## config.mk

```make
export PLATFORM = sky130hd
export DESIGN_NAME = reading_output_formatter
export DESIGN_NICKNAME = d
export VERILOG_FILES = /design/src/include/rof_pkg.sv /design/src/logic/reading_output_formatter.sv
export SDC_FILE = /design/constraint.sdc
export NUM_CORES = 1
export LEC_CHECK = 0
export ABC_AREA = 1
export BUFFER_PORTS_ARGS = -buffer_cell sky130_fd_sc_hd__buf_2
export CELL_PAD_IN_SITES_DETAIL_PLACEMENT = 1
export CELL_PAD_IN_SITES_GLOBAL_PLACEMENT = 1
export CORE_UTILIZATION = 48
export CTS_CLUSTER_DIAMETER = 30
export CTS_CLUSTER_SIZE = 14
export DETAILED_ROUTE_END_ITERATION = 7
export PLACE_DENSITY_LB_ADDON = 0.1
export SLEW_MARGIN = 20
export SYNTH_ARGS = -nofsm -noshare
export SYNTH_HDL_FRONTEND = slang
export SYNTH_SLANG_ARGS = --single-unit
```

## constraint.sdc

```tcl
create_clock -name i_mclk -period 12.1 [get_ports i_mclk]
set_clock_uncertainty 0.05 [all_clocks]
set_input_delay 2.42 -clock i_mclk [delete_from_list [all_inputs] [get_ports i_mclk]]
set_output_delay 2.42 -clock i_mclk [all_outputs]
set_load 0.02 [all_outputs]
```

## src/include/rof_pkg.sv

```systemverilog
// constants shared by the reading output formatter
package rof_pkg;
    // register map, byte addresses on the plain register port
    localparam logic [3:0] ADDR_CONFIG = 4'h0;
    localparam logic [3:0] ADDR_STATUS = 4'h4;
    // config register fields
    localparam int CFG_FMT_LSB = 0;
    localparam int CFG_ORDER_BIT = 2;
    localparam int CFG_ELEM_LSB = 4;
    localparam logic [7:0] CFG_RESET = 8'h10;
    // status register fields
    localparam int STAT_BUSY_BIT = 0;
    localparam int STAT_LEVEL_LSB = 4;
    // format codes; code 3 behaves as text
    localparam logic [1:0] FMT_TEXT = 2'h0;
    localparam logic [1:0] FMT_SINGLE = 2'h1;
    localparam logic [1:0] FMT_DOUBLE = 2'h2;
    // element select bits
    localparam int ELEM_READ = 0;
    localparam int ELEM_CHAN = 1;
    localparam int ELEM_UNITS = 2;
    // characters
    localparam logic [7:0] CH_HASH = 8'h23;
    localparam logic [7:0] CH_ZERO = 8'h30;
    localparam logic [7:0] CH_DOT = 8'h2E;
    localparam logic [7:0] CH_EXP = 8'h45;
    localparam logic [7:0] CH_PLUS = 8'h2B;
    localparam logic [7:0] CH_MINUS = 8'h2D;
    localparam logic [7:0] CH_COMMA = 8'h2C;
    localparam logic [23:0] UNIT_INT = 24'h49_4E54;
    localparam logic [23:0] UNIT_EXT = 24'h45_5854;
    // overflow reading, +9.9e37
    localparam logic [63:0] OVF_DOUBLE = 64'h47D2_9EAD_2000_0000;
    localparam logic [31:0] OVF_MANT_BCD = 32'h9900_0000;
    localparam logic [7:0] OVF_EXP_BCD = 8'h37;
    localparam logic [2:0] OVF_RES = 3'h1;
    // floating point layouts
    localparam int SGL_EXP_W = 8;
    localparam int SGL_FRAC_W = 23;
    localparam int DBL_EXP_W = 11;
    localparam int DBL_FRAC_W = 52;
    localparam logic [10:0] DBL_BIAS = 11'h3FF;
    localparam logic [10:0] BIAS_DIFF = 11'h380;
    localparam logic [10:0] SGL_EXP_TOP = 11'h47E;
    localparam logic [10:0] DBL_EXP_ALL = 11'h7FF;
    localparam logic [31:0] SGL_INF = 32'h7F80_0000;
    localparam logic [31:0] SGL_NAN = 32'h7FC0_0000;
    localparam logic [3:0] SGL_BYTES = 4'h4;
    localparam logic [3:0] DBL_BYTES = 4'h8;
    // text field lengths
    localparam logic [4:0] TXT_RD_FIXED = 5'h07;
    localparam logic [4:0] TXT_CH_DIGITS = 5'h04;
    localparam logic [4:0] TXT_UNIT_LEN = 5'h03;
    localparam logic [4:0] HDR_LEN = 5'h02;
endpackage

```

## src/logic/reading_output_formatter.sv

```systemverilog
// reading output formatter: builds text or binary data strings per reading
// Behaviour
// - output encodings are text, single precision binary and double precision binary.
// - each reading conversion emits one string with the selected elements; the reading alone when neither reading nor channel is selected.
// - single precision puts each selected element in one 32-bit block.
// - binary strings start with a two byte header, hash then zero.
// - single values carry sign, 8 exponent bits, 23 fraction bits.
// - double values are 64 bits: sign, 11 exponent bits, 52 fraction bits.
// - normal order sends byte 1 first, swapped order sends the last byte first.
// - header is never reordered and is sent once, first, per string.
// - text always goes out in normal order; swapped setting ignored.
// - overflow reading goes out as +9.9e37 without units.
// - channel element carries scan channel number, zero when not scanning.
// - units tag reading and channel, internal or external; absent in binary.
// - elements always go out in fixed order, reading then channel.
// - reading resolution follows the configured display resolution.
// - latest reading and calculation queries always go out as normal text.
`timescale 1ns/1ps

module rof_fifo #(
    parameter int WIDTH = 9,
    parameter int DEPTH = 8
) (
    input wire logic i_mclk,
    input wire logic i_sys_rst,
    input wire logic [WIDTH-1:0] i_data,
    input wire logic i_valid,
    output logic o_ready,
    output logic [WIDTH-1:0] o_data,
    output logic o_valid,
    input wire logic i_ready,
    output logic [$clog2(DEPTH):0] o_level
);
    localparam int AW = $clog2(DEPTH);
    logic [WIDTH-1:0] mem [DEPTH];
    logic [AW:0] wr_q;
    logic [AW:0] rd_q;
    logic push;
    logic pop;

    assign o_level = wr_q - rd_q;
    assign o_ready = o_level != (AW+1)'(DEPTH);
    assign o_valid = wr_q != rd_q;
    assign o_data = mem[rd_q[AW-1:0]];
    assign push = i_valid && o_ready;
    assign pop = o_valid && i_ready;

    always_ff @(posedge i_mclk or posedge i_sys_rst) begin
        if (i_sys_rst) begin
            wr_q <= '0;
        end else if (push) begin
            wr_q <= wr_q + 1'b1;
        end
    end

    always_ff @(posedge i_mclk or posedge i_sys_rst) begin
        if (i_sys_rst) begin
            rd_q <= '0;
        end else if (pop) begin
            rd_q <= rd_q + 1'b1;
        end
    end

    always_ff @(posedge i_mclk) begin
        if (push) begin
            mem[wr_q[AW-1:0]] <= i_data;
        end
    end
endmodule

module reading_output_formatter
    import rof_pkg::*;
#(
    parameter int FIFO_DEPTH = 8
) (
    input wire logic i_mclk,
    input wire logic i_sys_rst,
    input wire logic [3:0] i_reg_addr,
    input wire logic [7:0] i_reg_wdata,
    input wire logic i_reg_wr,
    input wire logic i_reg_rd,
    output logic [7:0] o_reg_rdata,
    input wire logic i_start,
    output logic o_start_ready,
    input wire logic i_from_buffer,
    input wire logic i_overflow,
    input wire logic [63:0] i_reading,
    input wire logic i_read_neg,
    input wire logic [31:0] i_mant_bcd,
    input wire logic i_exp_neg,
    input wire logic [7:0] i_exp_bcd,
    input wire logic [2:0] i_resolution,
    input wire logic [23:0] i_unit_text,
    input wire logic i_scanning,
    input wire logic i_chan_ext,
    input wire logic [9:0] i_chan,
    output logic [7:0] o_byte,
    output logic o_byte_last,
    output logic o_byte_valid,
    input wire logic i_byte_ready
);
    typedef enum logic [2:0] {S_IDLE, S_HDR, S_READ, S_SEP, S_CHAN} state_t;

    state_t state_q;
    logic [7:0] cfg_q;
    logic [7:0] rdata_q;
    logic [1:0] fmt_q;
    logic swap_q;
    logic [2:0] elem_q;
    logic ovf_q;
    logic neg_q;
    logic [31:0] mant_q;
    logic eneg_q;
    logic [7:0] exp_q;
    logic [2:0] res_q;
    logic [23:0] unit_q;
    logic [63:0] rd_word_q;
    logic [63:0] ch_word_q;
    logic [15:0] ch_bcd_q;
    logic chext_q;
    logic [4:0] idx_q;
    logic [1:0] fmt_sel;
    logic [2:0] elem_sel;
    logic [9:0] chan_val;
    logic bin;
    logic [3:0] nbytes;
    logic [4:0] len;
    logic [7:0] cur_byte;
    logic elem_end;
    logic str_end;
    logic push;
    logic fifo_in_ready;
    logic [$clog2(FIFO_DEPTH):0] level;

    function automatic logic [7:0] digit_char(input logic [3:0] d);
        digit_char = CH_ZERO + {4'h0, d};
    endfunction

    function automatic logic [7:0] sign_char(input logic neg);
        sign_char = neg ? CH_MINUS : CH_PLUS;
    endfunction

    // narrows a double by truncating the fraction; too large gives infinity, too small gives signed zero
    function automatic logic [31:0] dbl_to_sgl(input logic [63:0] d);
        logic [10:0] e;
        logic [31:0] r;
        e = d[62:DBL_FRAC_W];
        r = {d[63], d[62] ? d[61-:3] : 3'h0, d[DBL_FRAC_W-1-:SGL_EXP_W-3],
             d[DBL_FRAC_W-1-:SGL_FRAC_W]};
        r[30:SGL_FRAC_W] = 8'(e - BIAS_DIFF);
        if (e == DBL_EXP_ALL) begin
            r = (d[DBL_FRAC_W-1:0] != '0) ? SGL_NAN : (SGL_INF | {d[63], 31'h0});
        end else if (e > SGL_EXP_TOP) begin
            r = SGL_INF | {d[63], 31'h0};
        end else if (e <= BIAS_DIFF) begin
            r = {d[63], 31'h0};
        end
        dbl_to_sgl = r;
    endfunction

    function automatic logic [63:0] int_to_dbl(input logic [9:0] v);
        logic [3:0] p;
        logic [63:0] r;
        p = 4'h0;
        r = '0;
        for (int i = 0; i < 10; i++) begin
            if (v[i]) begin
                p = 4'(i);
            end
        end
        if (v != '0) begin
            r[62:DBL_FRAC_W] = DBL_BIAS + {7'h0, p};
            r[DBL_FRAC_W-1:0] = 52'({v, 42'h0} << (5'd10 - {1'b0, p}));
        end
        int_to_dbl = r;
    endfunction

    function automatic logic [15:0] bin_to_bcd(input logic [9:0] v);
        logic [25:0] s;
        s = {16'h0, v};
        for (int i = 0; i < 10; i++) begin
            for (int k = 0; k < 4; k++) begin
                if (s[10+4*k+:4] > 4'h4) begin
                    s[10+4*k+:4] = s[10+4*k+:4] + 4'h3;
                end
            end
            s = s << 1;
        end
        bin_to_bcd = s[25:10];
    endfunction

    // byte 1 is the most significant; swap counts down from the last
    function automatic logic [7:0] bin_byte(input logic [63:0] w, input logic [4:0] i,
                                            input logic sw, input logic [3:0] n);
        logic [3:0] pos;
        logic [63:0] t;
        pos = sw ? (n - 4'h1 - i[3:0]) : i[3:0];
        t = w << {pos, 3'h0};
        bin_byte = t[63:56];
    endfunction

    // register port
    always_ff @(posedge i_mclk or posedge i_sys_rst) begin
        if (i_sys_rst) begin
            cfg_q <= CFG_RESET;
        end else if (i_reg_wr && i_reg_addr == ADDR_CONFIG) begin
            cfg_q <= i_reg_wdata;
        end
    end

    always_ff @(posedge i_mclk or posedge i_sys_rst) begin
        if (i_sys_rst) begin
            rdata_q <= '0;
        end else if (i_reg_rd) begin
            unique case (i_reg_addr)
                ADDR_CONFIG: rdata_q <= cfg_q;
                ADDR_STATUS: rdata_q <= 8'({level, 3'h0, state_q != S_IDLE} << STAT_BUSY_BIT);
                default: rdata_q <= '0;
            endcase
        end else begin
            rdata_q <= '0;
        end
    end
    assign o_reg_rdata = rdata_q;

    // settings are frozen per string so a mid-string write cannot tear it
    always_comb begin
        fmt_sel = cfg_q[CFG_FMT_LSB+:2];
        if (!i_from_buffer || fmt_sel == 2'h3) begin
            fmt_sel = FMT_TEXT;
        end
        elem_sel = cfg_q[CFG_ELEM_LSB+:3];
        if (fmt_sel != FMT_TEXT) begin
            elem_sel[ELEM_UNITS] = 1'b0;
        end
        if (!elem_sel[ELEM_READ] && !elem_sel[ELEM_CHAN]) begin
            elem_sel[ELEM_READ] = 1'b1;
        end
        chan_val = i_scanning ? i_chan : 10'h0;
    end

    always_ff @(posedge i_mclk or posedge i_sys_rst) begin
        if (i_sys_rst) begin
            fmt_q <= FMT_TEXT;
            swap_q <= 1'b0;
            elem_q <= '0;
        end else if (i_start && o_start_ready) begin
            fmt_q <= fmt_sel;
            swap_q <= cfg_q[CFG_ORDER_BIT] && fmt_sel != FMT_TEXT;
            elem_q <= elem_sel;
        end
    end

    always_ff @(posedge i_mclk or posedge i_sys_rst) begin
        if (i_sys_rst) begin
            ovf_q <= 1'b0;
            neg_q <= 1'b0;
            mant_q <= '0;
            eneg_q <= 1'b0;
            exp_q <= '0;
            res_q <= '0;
            unit_q <= '0;
            rd_word_q <= '0;
            ch_word_q <= '0;
            ch_bcd_q <= '0;
            chext_q <= 1'b0;
        end else if (i_start && o_start_ready) begin
            ovf_q <= i_overflow;
            neg_q <= i_read_neg && !i_overflow;
            mant_q <= i_overflow ? OVF_MANT_BCD : i_mant_bcd;
            eneg_q <= i_exp_neg && !i_overflow;
            exp_q <= i_overflow ? OVF_EXP_BCD : i_exp_bcd;
            res_q <= i_overflow ? OVF_RES : i_resolution;
            unit_q <= i_unit_text;
            chext_q <= i_chan_ext;
            ch_bcd_q <= bin_to_bcd(chan_val);
            if (fmt_sel == FMT_SINGLE) begin
                rd_word_q <= {dbl_to_sgl(i_overflow ? OVF_DOUBLE : i_reading), 32'h0};
                ch_word_q <= {dbl_to_sgl(int_to_dbl(chan_val)), 32'h0};
            end else begin
                rd_word_q <= i_overflow ? OVF_DOUBLE : i_reading;
                ch_word_q <= int_to_dbl(chan_val);
            end
        end
    end

    assign bin = fmt_q != FMT_TEXT;
    assign nbytes = (fmt_q == FMT_SINGLE) ? SGL_BYTES : DBL_BYTES;

    // current byte and element length
    always_comb begin
        logic [4:0] j;
        logic [4:0] u;
        j = '0;
        u = '0;
        cur_byte = '0;
        len = 5'h1;
        unique case (state_q)
            S_HDR: begin
                len = HDR_LEN;
                cur_byte = (idx_q == '0) ? CH_HASH : CH_ZERO;
            end
            S_READ: begin
                if (bin) begin
                    len = {1'b0, nbytes};
                    cur_byte = bin_byte(rd_word_q, idx_q, swap_q, nbytes);
                end else begin
                    len = TXT_RD_FIXED + {2'h0, res_q};
                    if (elem_q[ELEM_UNITS] && !ovf_q) begin
                        len = len + TXT_UNIT_LEN;
                    end
                    j = idx_q - 5'h3 - {2'h0, res_q};
                    u = j - 5'h4;
                    if (idx_q == 5'h0) begin
                        cur_byte = sign_char(neg_q);
                    end else if (idx_q == 5'h1) begin
                        cur_byte = digit_char(mant_q[31:28]);
                    end else if (idx_q == 5'h2) begin
                        cur_byte = CH_DOT;
                    end else if (idx_q < 5'h3 + {2'h0, res_q}) begin
                        cur_byte = digit_char(4'(mant_q << {idx_q - 5'h2, 2'h0} >> 28));
                    end else if (j == 5'h0) begin
                        cur_byte = CH_EXP;
                    end else if (j == 5'h1) begin
                        cur_byte = sign_char(eneg_q);
                    end else if (j == 5'h2) begin
                        cur_byte = digit_char(exp_q[7:4]);
                    end else if (j == 5'h3) begin
                        cur_byte = digit_char(exp_q[3:0]);
                    end else begin
                        cur_byte = unit_q[23 - 8 * u[1:0] -: 8];
                    end
                end
            end
            S_SEP: begin
                cur_byte = CH_COMMA;
            end
            S_CHAN: begin
                if (bin) begin
                    len = {1'b0, nbytes};
                    cur_byte = bin_byte(ch_word_q, idx_q, swap_q, nbytes);
                end else begin
                    len = TXT_CH_DIGITS + (elem_q[ELEM_UNITS] ? TXT_UNIT_LEN : 5'h0);
                    u = idx_q - TXT_CH_DIGITS;
                    if (idx_q < TXT_CH_DIGITS) begin
                        cur_byte = digit_char(ch_bcd_q[15 - 4 * idx_q[1:0] -: 4]);
                    end else begin
                        cur_byte = 8'((chext_q ? UNIT_EXT : UNIT_INT) >> (8'd16 - {u[2:0], 3'h0}));
                    end
                end
            end
            default: begin
                cur_byte = '0;
            end
        endcase
    end

    assign elem_end = idx_q == len - 5'h1;
    assign str_end = elem_end && ((state_q == S_READ && !elem_q[ELEM_CHAN]) || state_q == S_CHAN);
    assign push = state_q != S_IDLE && fifo_in_ready; // fifo back-pressure stalls the walk
    assign o_start_ready = state_q == S_IDLE;

    always_ff @(posedge i_mclk or posedge i_sys_rst) begin
        if (i_sys_rst) begin
            idx_q <= '0;
        end else if (push) begin
            idx_q <= elem_end ? 5'h0 : idx_q + 5'h1;
        end
    end

    always_ff @(posedge i_mclk or posedge i_sys_rst) begin
        if (i_sys_rst) begin
            state_q <= S_IDLE;
        end else if (state_q == S_IDLE) begin
            if (i_start) begin
                if (fmt_sel != FMT_TEXT) begin
                    state_q <= S_HDR;
                end else begin
                    state_q <= elem_sel[ELEM_READ] ? S_READ : S_CHAN;
                end
            end
        end else if (push && elem_end) begin
            unique case (state_q)
                S_HDR: state_q <= elem_q[ELEM_READ] ? S_READ : S_CHAN;
                S_READ: begin
                    if (!elem_q[ELEM_CHAN]) begin
                        state_q <= S_IDLE;
                    end else begin
                        state_q <= bin ? S_CHAN : S_SEP;
                    end
                end
                S_SEP: state_q <= S_CHAN;
                S_CHAN: state_q <= S_IDLE;
                default: state_q <= S_IDLE;
            endcase
        end
    end

    rof_fifo #(
        .WIDTH(9),
        .DEPTH(FIFO_DEPTH)
    ) u_fifo (
        .i_mclk(i_mclk),
        .i_sys_rst(i_sys_rst),
        .i_data({str_end, cur_byte}),
        .i_valid(state_q != S_IDLE),
        .o_ready(fifo_in_ready),
        .o_data({o_byte_last, o_byte}),
        .o_valid(o_byte_valid),
        .i_ready(i_byte_ready),
        .o_level(level)
    );
endmodule

```

# Yosys cells after proc, flatten, opt, wreduce, memory -nomap -nowiden
# Memories as Yosys holds them, arrays and structs flattened.
# Cells that the tools add are included.
[op_classes]
n_eq_ne = 19
n_lt_le_gt_ge = 38
muxes = 133
shift = 8
reduce_logical = 32
addsub = 62
[ops]
columns = ["operator", "n"]
rows = [
  ["63-bit 2-to-1 mux", 4],
  ["4-bit 2-to-1 mux", 62],
  ["64-bit 2-to-1 mux", 3],
  ["31-bit 2-to-1 mux", 5],
  ["64-bit by 7-bit << shifter with 64-bit output", 2],
  ["4-bit by 3-bit > comparator with 1-bit output, second input constant", 31],
  ["8-bit 2-to-1 mux", 13],
  ["52-bit nonzero test", 2],
  ["52-bit by 5-bit << shifter with 52-bit output", 2],
  ["4-bit by 2-bit adder with 4-bit output, second input constant", 24],
  ["32-bit 2-to-1 mux", 3],
  ["3-bit 2-to-1 mux", 25],
  ["6-bit by 4-bit adder with 7-bit output, first input constant", 5],
  ["19-bit by 33-bit variable part select with 4-bit output", 1],
  ["31-bit by 33-bit variable part select with 8-bit output", 1],
  ["8-bit one-hot mux with 4 select lines", 1],
  ["32-bit by 7-bit << shifter with 32-bit output", 1],
  ["23-bit 2-to-1 mux", 1],
  ["23-bit by 8-bit >> shifter with 8-bit output", 1],
  ["10-bit by 4-bit adder with 11-bit output, first input constant", 2],
  ["11-bit equality test, second input constant", 2],
  ["11-bit > comparator, second input constant", 2],
  ["11-bit by 10-bit less-or-equal comparator with 1-bit output, second input constant", 2],
  ["3-bit by 2-bit adder with 3-bit output, second input constant", 7],
  ["other kinds (51)", 90],
]
[totals]
mem_bits_rw = 72
word_cells = 313
regBits = 253
memories = 1
[memory_table]
columns = ["name", "depth", "word_bits", "read_ports", "rd_clocked_by_memory_dff", "write_ports", "line_no", "text"]
rows = [
  ["u_fifo.mem", 8, 9, 1, 0, 1, "reading_output_formatter.sv:35", "logic [WIDTH-1:0] mem [DEPTH];"],
]

# Longest topological paths before layout
[depth]
word_depth = 27
mapped_depth = 40
mapped_depth_nobuf = 40

# Modules after synthesis
# A second synthesis with hierarchy kept.
[hier_totals]
hier_cells = 2042
hier_area_um2 = 16188.0
[modules_own_cells]
columns = ["module", "area_per_inst_um2", "cells_per_inst", "instances"]
rows = [
  ["reading_output_formatter", 12794.8, 1750, 1],
  ["rof_fifo", 3393.3, 292, 1],
]

# Worst setup path before layout
# OpenSTA, ideal clock, no wires.
[synth_timing]
kind = "input port to flip-flop"
startpoint = "input i_chan[8]"
endpoint = "register ch_bcd_q[1]"
t_required_ps = 11923
cell_stages = 37
setup_ps = 127
path_slack_ps = 5836
n_path_buf = 0
arrival_time_ps = 6086
path_cell_list = "nand2_2 > inv_1 > nor2_1 > inv_1 > ha_1 > inv_1 > nand2_4 > nand2_4 > nand3_1 > nand2_1 > nand2_2 > ha_1 > inv_1 > nand3_1 > nand2_1 > nand2_1 > nand2_1 > inv_1 > ha_1 > inv_1 > nand2_2 > nand2_2 > nand2_2 > nand3b_1 > nand3_1 > and2_1 > ha_1 > inv_1 > nand3_4 > nand2_2 > nand2_1 > and2_1 > ha_1 > inv_1 > nand3_2 > a21oi_2 > o21ai_0"
[synth_via]
elab_chain_cells = 24
word_cells_on_any_way = 31
classes_between = "7 x add/sub; 8 x order compare; 16 x mux"
[synth_rtl]
columns = ["item", "line_no", "text"]
rows = [
  ["start, declared", "reading_output_formatter.sv:96", "input wire logic [9:0] i_chan,"],
  ["10-bit 2-to-1 mux *", "reading_output_formatter.sv:239", "chan_val = i_scanning ? i_chan : 10'h0;"],
  ["4-bit by 2-bit adder with 4-bit output / 4-bit by 3-bit > comparator with 1-bit output (equally long branches)", "reading_output_formatter.sv:184, reading_output_formatter.sv:183", ""],
  ["4-bit 2-to-1 mux *", "reading_output_formatter.sv:183", "if (s[10+4*k+:4] > 4'h4) begin"],
  ["4-bit 2-to-1 mux *", "reading_output_formatter.sv:267", "end else if (i_start && o_start_ready) begin"],
  ["4-bit by 2-bit adder with 4-bit output / 4-bit by 3-bit > comparator with 1-bit output (equally long branches)", "reading_output_formatter.sv:184, reading_output_formatter.sv:183", ""],
  ["4-bit 2-to-1 mux *", "reading_output_formatter.sv:183", ""],
  ["4-bit 2-to-1 mux *", "reading_output_formatter.sv:267", ""],
  ["4-bit by 2-bit adder with 4-bit output / 4-bit by 3-bit > comparator with 1-bit output (equally long branches)", "reading_output_formatter.sv:184, reading_output_formatter.sv:183", ""],
  ["(+8 left out)", "n/a", ""],
  ["4-bit by 2-bit adder with 4-bit output / 4-bit by 3-bit > comparator with 1-bit output (equally long branches)", "reading_output_formatter.sv:184, reading_output_formatter.sv:183", ""],
  ["4-bit 2-to-1 mux *", "reading_output_formatter.sv:183", ""],
  ["4-bit 2-to-1 mux *", "reading_output_formatter.sv:267", ""],
  ["4-bit by 3-bit > comparator with 1-bit output / 4-bit by 2-bit adder with 4-bit output (equally long branches)", "reading_output_formatter.sv:183, reading_output_formatter.sv:184", ""],
  ["4-bit 2-to-1 mux *", "reading_output_formatter.sv:183", ""],
  ["4-bit 2-to-1 mux *", "reading_output_formatter.sv:267", ""],
  ["4-bit by 3-bit > comparator with 1-bit output *", "reading_output_formatter.sv:183", ""],
  ["4-bit 2-to-1 mux *", "reading_output_formatter.sv:183", ""],
  ["end signal, assigned", "reading_output_formatter.sv:276", "ch_bcd_q <= bin_to_bcd(chan_val);"],
  ["end, declared", "reading_output_formatter.sv:119", "logic [15:0] ch_bcd_q;"],
]
# Every way passes the cells marked *; elsewhere a longest branch is shown, timed or not. The select of a mux whose other input is x is not followed.
# A chain may end at the register's enable or synchronous reset.

# Final worst setup path
[layout_timing]
startpoint = "input i_scanning"
endpoint = "register ch_bcd_q[4]"
[layout_via]
elab_chain_cells = 27
word_cells_on_any_way = 36
classes_between = "9 x add/sub; 9 x order compare; 18 x mux"
[layout_rtl]
columns = ["item", "line_no", "text"]
rows = [
  ["start, declared", "reading_output_formatter.sv:94", "input wire logic i_scanning,"],
  ["10-bit 2-to-1 mux *", "reading_output_formatter.sv:239", ""],
  ["1-bit by 3-bit > comparator with 1-bit output / 1-bit by 2-bit adder with 3-bit output (equally long branches)", "reading_output_formatter.sv:183, reading_output_formatter.sv:184", ""],
  ["3-bit 2-to-1 mux", "reading_output_formatter.sv:183", ""],
  ["4-bit 2-to-1 mux", "reading_output_formatter.sv:267", ""],
  ["4-bit by 2-bit adder with 4-bit output / 4-bit by 3-bit > comparator with 1-bit output (equally long branches)", "reading_output_formatter.sv:184, reading_output_formatter.sv:183", ""],
  ["4-bit 2-to-1 mux", "reading_output_formatter.sv:183", ""],
  ["4-bit 2-to-1 mux", "reading_output_formatter.sv:267", ""],
  ["4-bit by 2-bit adder with 4-bit output / 4-bit by 3-bit > comparator with 1-bit output (equally long branches)", "reading_output_formatter.sv:184, reading_output_formatter.sv:183", ""],
  ["(+11 left out)", "n/a", ""],
  ["4-bit by 3-bit > comparator with 1-bit output / 4-bit by 2-bit adder with 4-bit output (equally long branches)", "reading_output_formatter.sv:183, reading_output_formatter.sv:184", ""],
  ["4-bit 2-to-1 mux", "reading_output_formatter.sv:183", ""],
  ["4-bit 2-to-1 mux", "reading_output_formatter.sv:267", ""],
  ["4-bit by 2-bit adder with 4-bit output / 4-bit by 3-bit > comparator with 1-bit output (equally long branches)", "reading_output_formatter.sv:184, reading_output_formatter.sv:183", ""],
  ["4-bit 2-to-1 mux", "reading_output_formatter.sv:183", ""],
  ["4-bit 2-to-1 mux", "reading_output_formatter.sv:267", ""],
  ["4-bit by 2-bit adder with 4-bit output / 4-bit by 3-bit > comparator with 1-bit output (equally long branches)", "reading_output_formatter.sv:184, reading_output_formatter.sv:183", ""],
  ["4-bit 2-to-1 mux *", "reading_output_formatter.sv:183", ""],
]
# Marked as above.

==> results.py <==
metrics = {
    "global_routing": {
        "grt_pass1_wl_mm": 86.7,
        "first_global_vias": 16132,
        "grt_start_max_net_pins": 83,
        "antenna_found_initial": 2,
        "grtUsageTotal": 0.327,
        "grt.overflow.total": 0,
    },
    "timing": {
        "period_minus_slack_ps": 6550,
        "period_share": 0.541,
        "final_max_slew_viol_count": 0,
        "tightest_slew_ps": 1100,
        "layout_setup_ws_ps": 5550,
        "rsz0062_at_grt": "false",
        "hold_ws_ps": 430,
        "report.final.hold_viol_count": 0,
        "fin_tns_setup_ps": 0,
        "max_freq_ghz": 0.153,
        "slew_headroom": 0.264,
        "finalSetupViolCount": 0,
    },
    "cts": {
        "holdBufCountCts": 0,
        "cts_resized": 0,
        "clk_pin_slew_worst_paths_ps": 40,
        "post-cts-setup-buffer-count": 0,
        "insertion_delay_ps": 590,
        "h-tree-depth": 3,
        "cts_root_buf": "clkbuf_16",
        "clock_sinks": 279,
        "cts_max_path_buffers": 3,
        "cts_tree": "yes",
        "numCtsBuffers": 67,
    },
    "critical_path": {
        "max_stage_delay_ps": 260,
        "crit_family": "simple AND/OR/NAND/NOR gates",
        "cp.required_ps": 12540,
        "end_kind": "register",
        "r2r_slack_ps": 7250,
        "cpMostUsedCell": "inv_1",
        "cp.depth": 39,
        "crit_arrival_ps": 7000,
        "r2r_start": "idx_q[1]",
        "cp_num_buf_inv": 9,
        "critPathMaxFanout": 12,
        "cpMaxStageDelayCell": "ha_1",
        "reg2reg_depth": 15,
        "r2r_end": "u_fifo.mem[0][2]",
        "cp-start-kind": "input pin",
        "criticalPathCategory": "input pin to register",
    },
    "synth": {
        "ys_async_sr_fraction": 0.742,
        "ys.flop_type": "dfrtp_1",
        "syn_avg_cell_area_sq_um": 8.24,
        "synth_edf_count": 72,
        "ys_ff_latch": 279,
        "ys_seq_area_frac": 0.462,
        "ys_types": 62,
        "ys.warnings.count": 0,
        "synthCells": 1931,
        "synth_area_sq_mm": 0.0159,
        "synth_fp_nets": 2142,
    },
    "hold_path": {
        "whs_path_depth": 2,
        "worstHoldEndpoint": "unit_q[8]",
        "worstHoldPathType": "register to register",
        "min_from": "unit_q[8]",
    },
    "detailed_routing": {
        "drtIter0Drc": 1050,
        "wl_mm": 54.7,
        "num_vias": 15317,
        "wl_per_cell_microns": 21.0,
        "final_antenna_net_count": 0,
        "dr.pass1.iters": 7,
        "drc": 0,
        "viasPerCell": 5.87,
    },
    "floorplan": {
        "dieWidth_microns": 184,
        "ios": 184,
        "coreArea_sq_mm": 0.0325,
        "dieArea_sq_mm": 0.0339,
        "rows": 66,
        "die_h_microns": 184,
        "start_util": 0.489,
    },
    "power": {
        "power_density_mw_per_mm2": 322,
        "peakVddDrop_v": 0.000169,
        "power_leakage_nw": 9.15,
    },
    "run": {
        "max_cap_viol_count": 0,
    },
    "place": {
        "dp_hpwl_mm": 36.4,
        "routabilityCongestion": 0.932,
        "portBuffers": 183,
        "place_ws_ps": 4970,
    },
    "layout": {
        "drive_above_1_share": 0.186,
        "layout_common_cells": "nand2_1, nor2_1, dfrtp_1",
        "antenna_cells": 0,
        "final_common_cell": "nand2_1",
        "areaGrowthSynthToFinish_pct": 23.5,
        "nets": 2324,
    },
    "status": {
        "status": "finished clean",
    },
}
## area by class of cell
class                   count  area, sq um
well taps                 442          553
multi-input cells        1350         7440
inverters                 215          815
clock buffers              84         1900
clock inverters            39          547
flip-flops and latches    279         7340
repair buffers            200         1040
fillers                  3967        12900
## worst register-to-register path, stage by stage (launching register included)
cell and delay [ps]:
dfrtp_1 350, buf_4 230, inv_1 610, ha_1 370
inv_1 60, ha_1 290, ha_1 550, inv_1 210
o311ai_0 460, a21oi_1 160, o31ai_1 320, nand3_1 150
o211ai_1 150, nand3_1 140, nand2_1 80, o211ai_1 320
## synthesized netlist by cell type, drive strengths merged (18+ instances only)
cell	n	area [sq um]
edfxtp	72	2160
clkbuf	83	312
nand4	25	156
nor2	220	836
a22o	43	377
o21ai	209	1050
nand3	107	638
o22ai	32	200
nand2	394	1670
nor3	18	90.1
a21oi	83	419
inv	209	785
xor2	20	175
o221ai	36	315
o211ai	22	165
ha	44	551
dfrtp	206	5150
## stage by stage
stage / cells / instance area, sq um / power (mW) / util
CTS: 2609 / 19600 / 6.31 / 0.604
global route: 2609 / 19600 / 6.68 / 0.604
global placement: 2486 / 17200 / 4.17 / 0.528
detailed placement: 2486 / 17200 / 4.30 / 0.528
floorplan: 1931 / 15900 / 3.43 / -
finish: 2609 / 19600 / 6.33 / 0.604
## state kept, by name, summed over array words and instances (netlist names), 13 cells and up
| name | count |
|---|---|
| u_fifo.mem | 72 |
| rd_word_q | 64 |
| ch_word_q | 21 |
| mant_q | 32 |
| unit_q | 24 |
| ch_bcd_q | 13 |
## metal layers
metal | GRT usage | part of all wire
met1 | 0.415 | 0.42
met4 | 0.109 | 0.025
met2 | 0.567 | 0.50
met3 | 0.0539 | 0.053
met5 | 0 | 0.00038
## kinds of logic after synthesis
group | share of synthesized area
simple gates | 0.222
compound gates | 0.191
buf+inv | 0.0719
flops | 0.462
fa+ha+maj | 0.0371
xor+xnor | 0.0143
mux | 0.00204
## report_power, final
group | internal, mW | switching, mW
clock network | 1.32 | 0.613
logic | 0.865 | 1.92
registers | 1.40 | 0.224
## how the worst max path moves through the flow
stage | endpoint | startpoint | slack, ps
floorplan | cfg_q[0] | i_sys_rst | 3980
global placement | ch_bcd_q[1] | i_scanning | 5340
detailed placement | ch_bcd_q[1] | i_scanning | 4970
CTS | ch_bcd_q[1] | i_scanning | 5540
global route | ch_bcd_q[1] | i_scanning | 5010
finish | ch_bcd_q[4] | i_scanning | 5550
No activity file was read; power rests on OpenSTA's default activity.
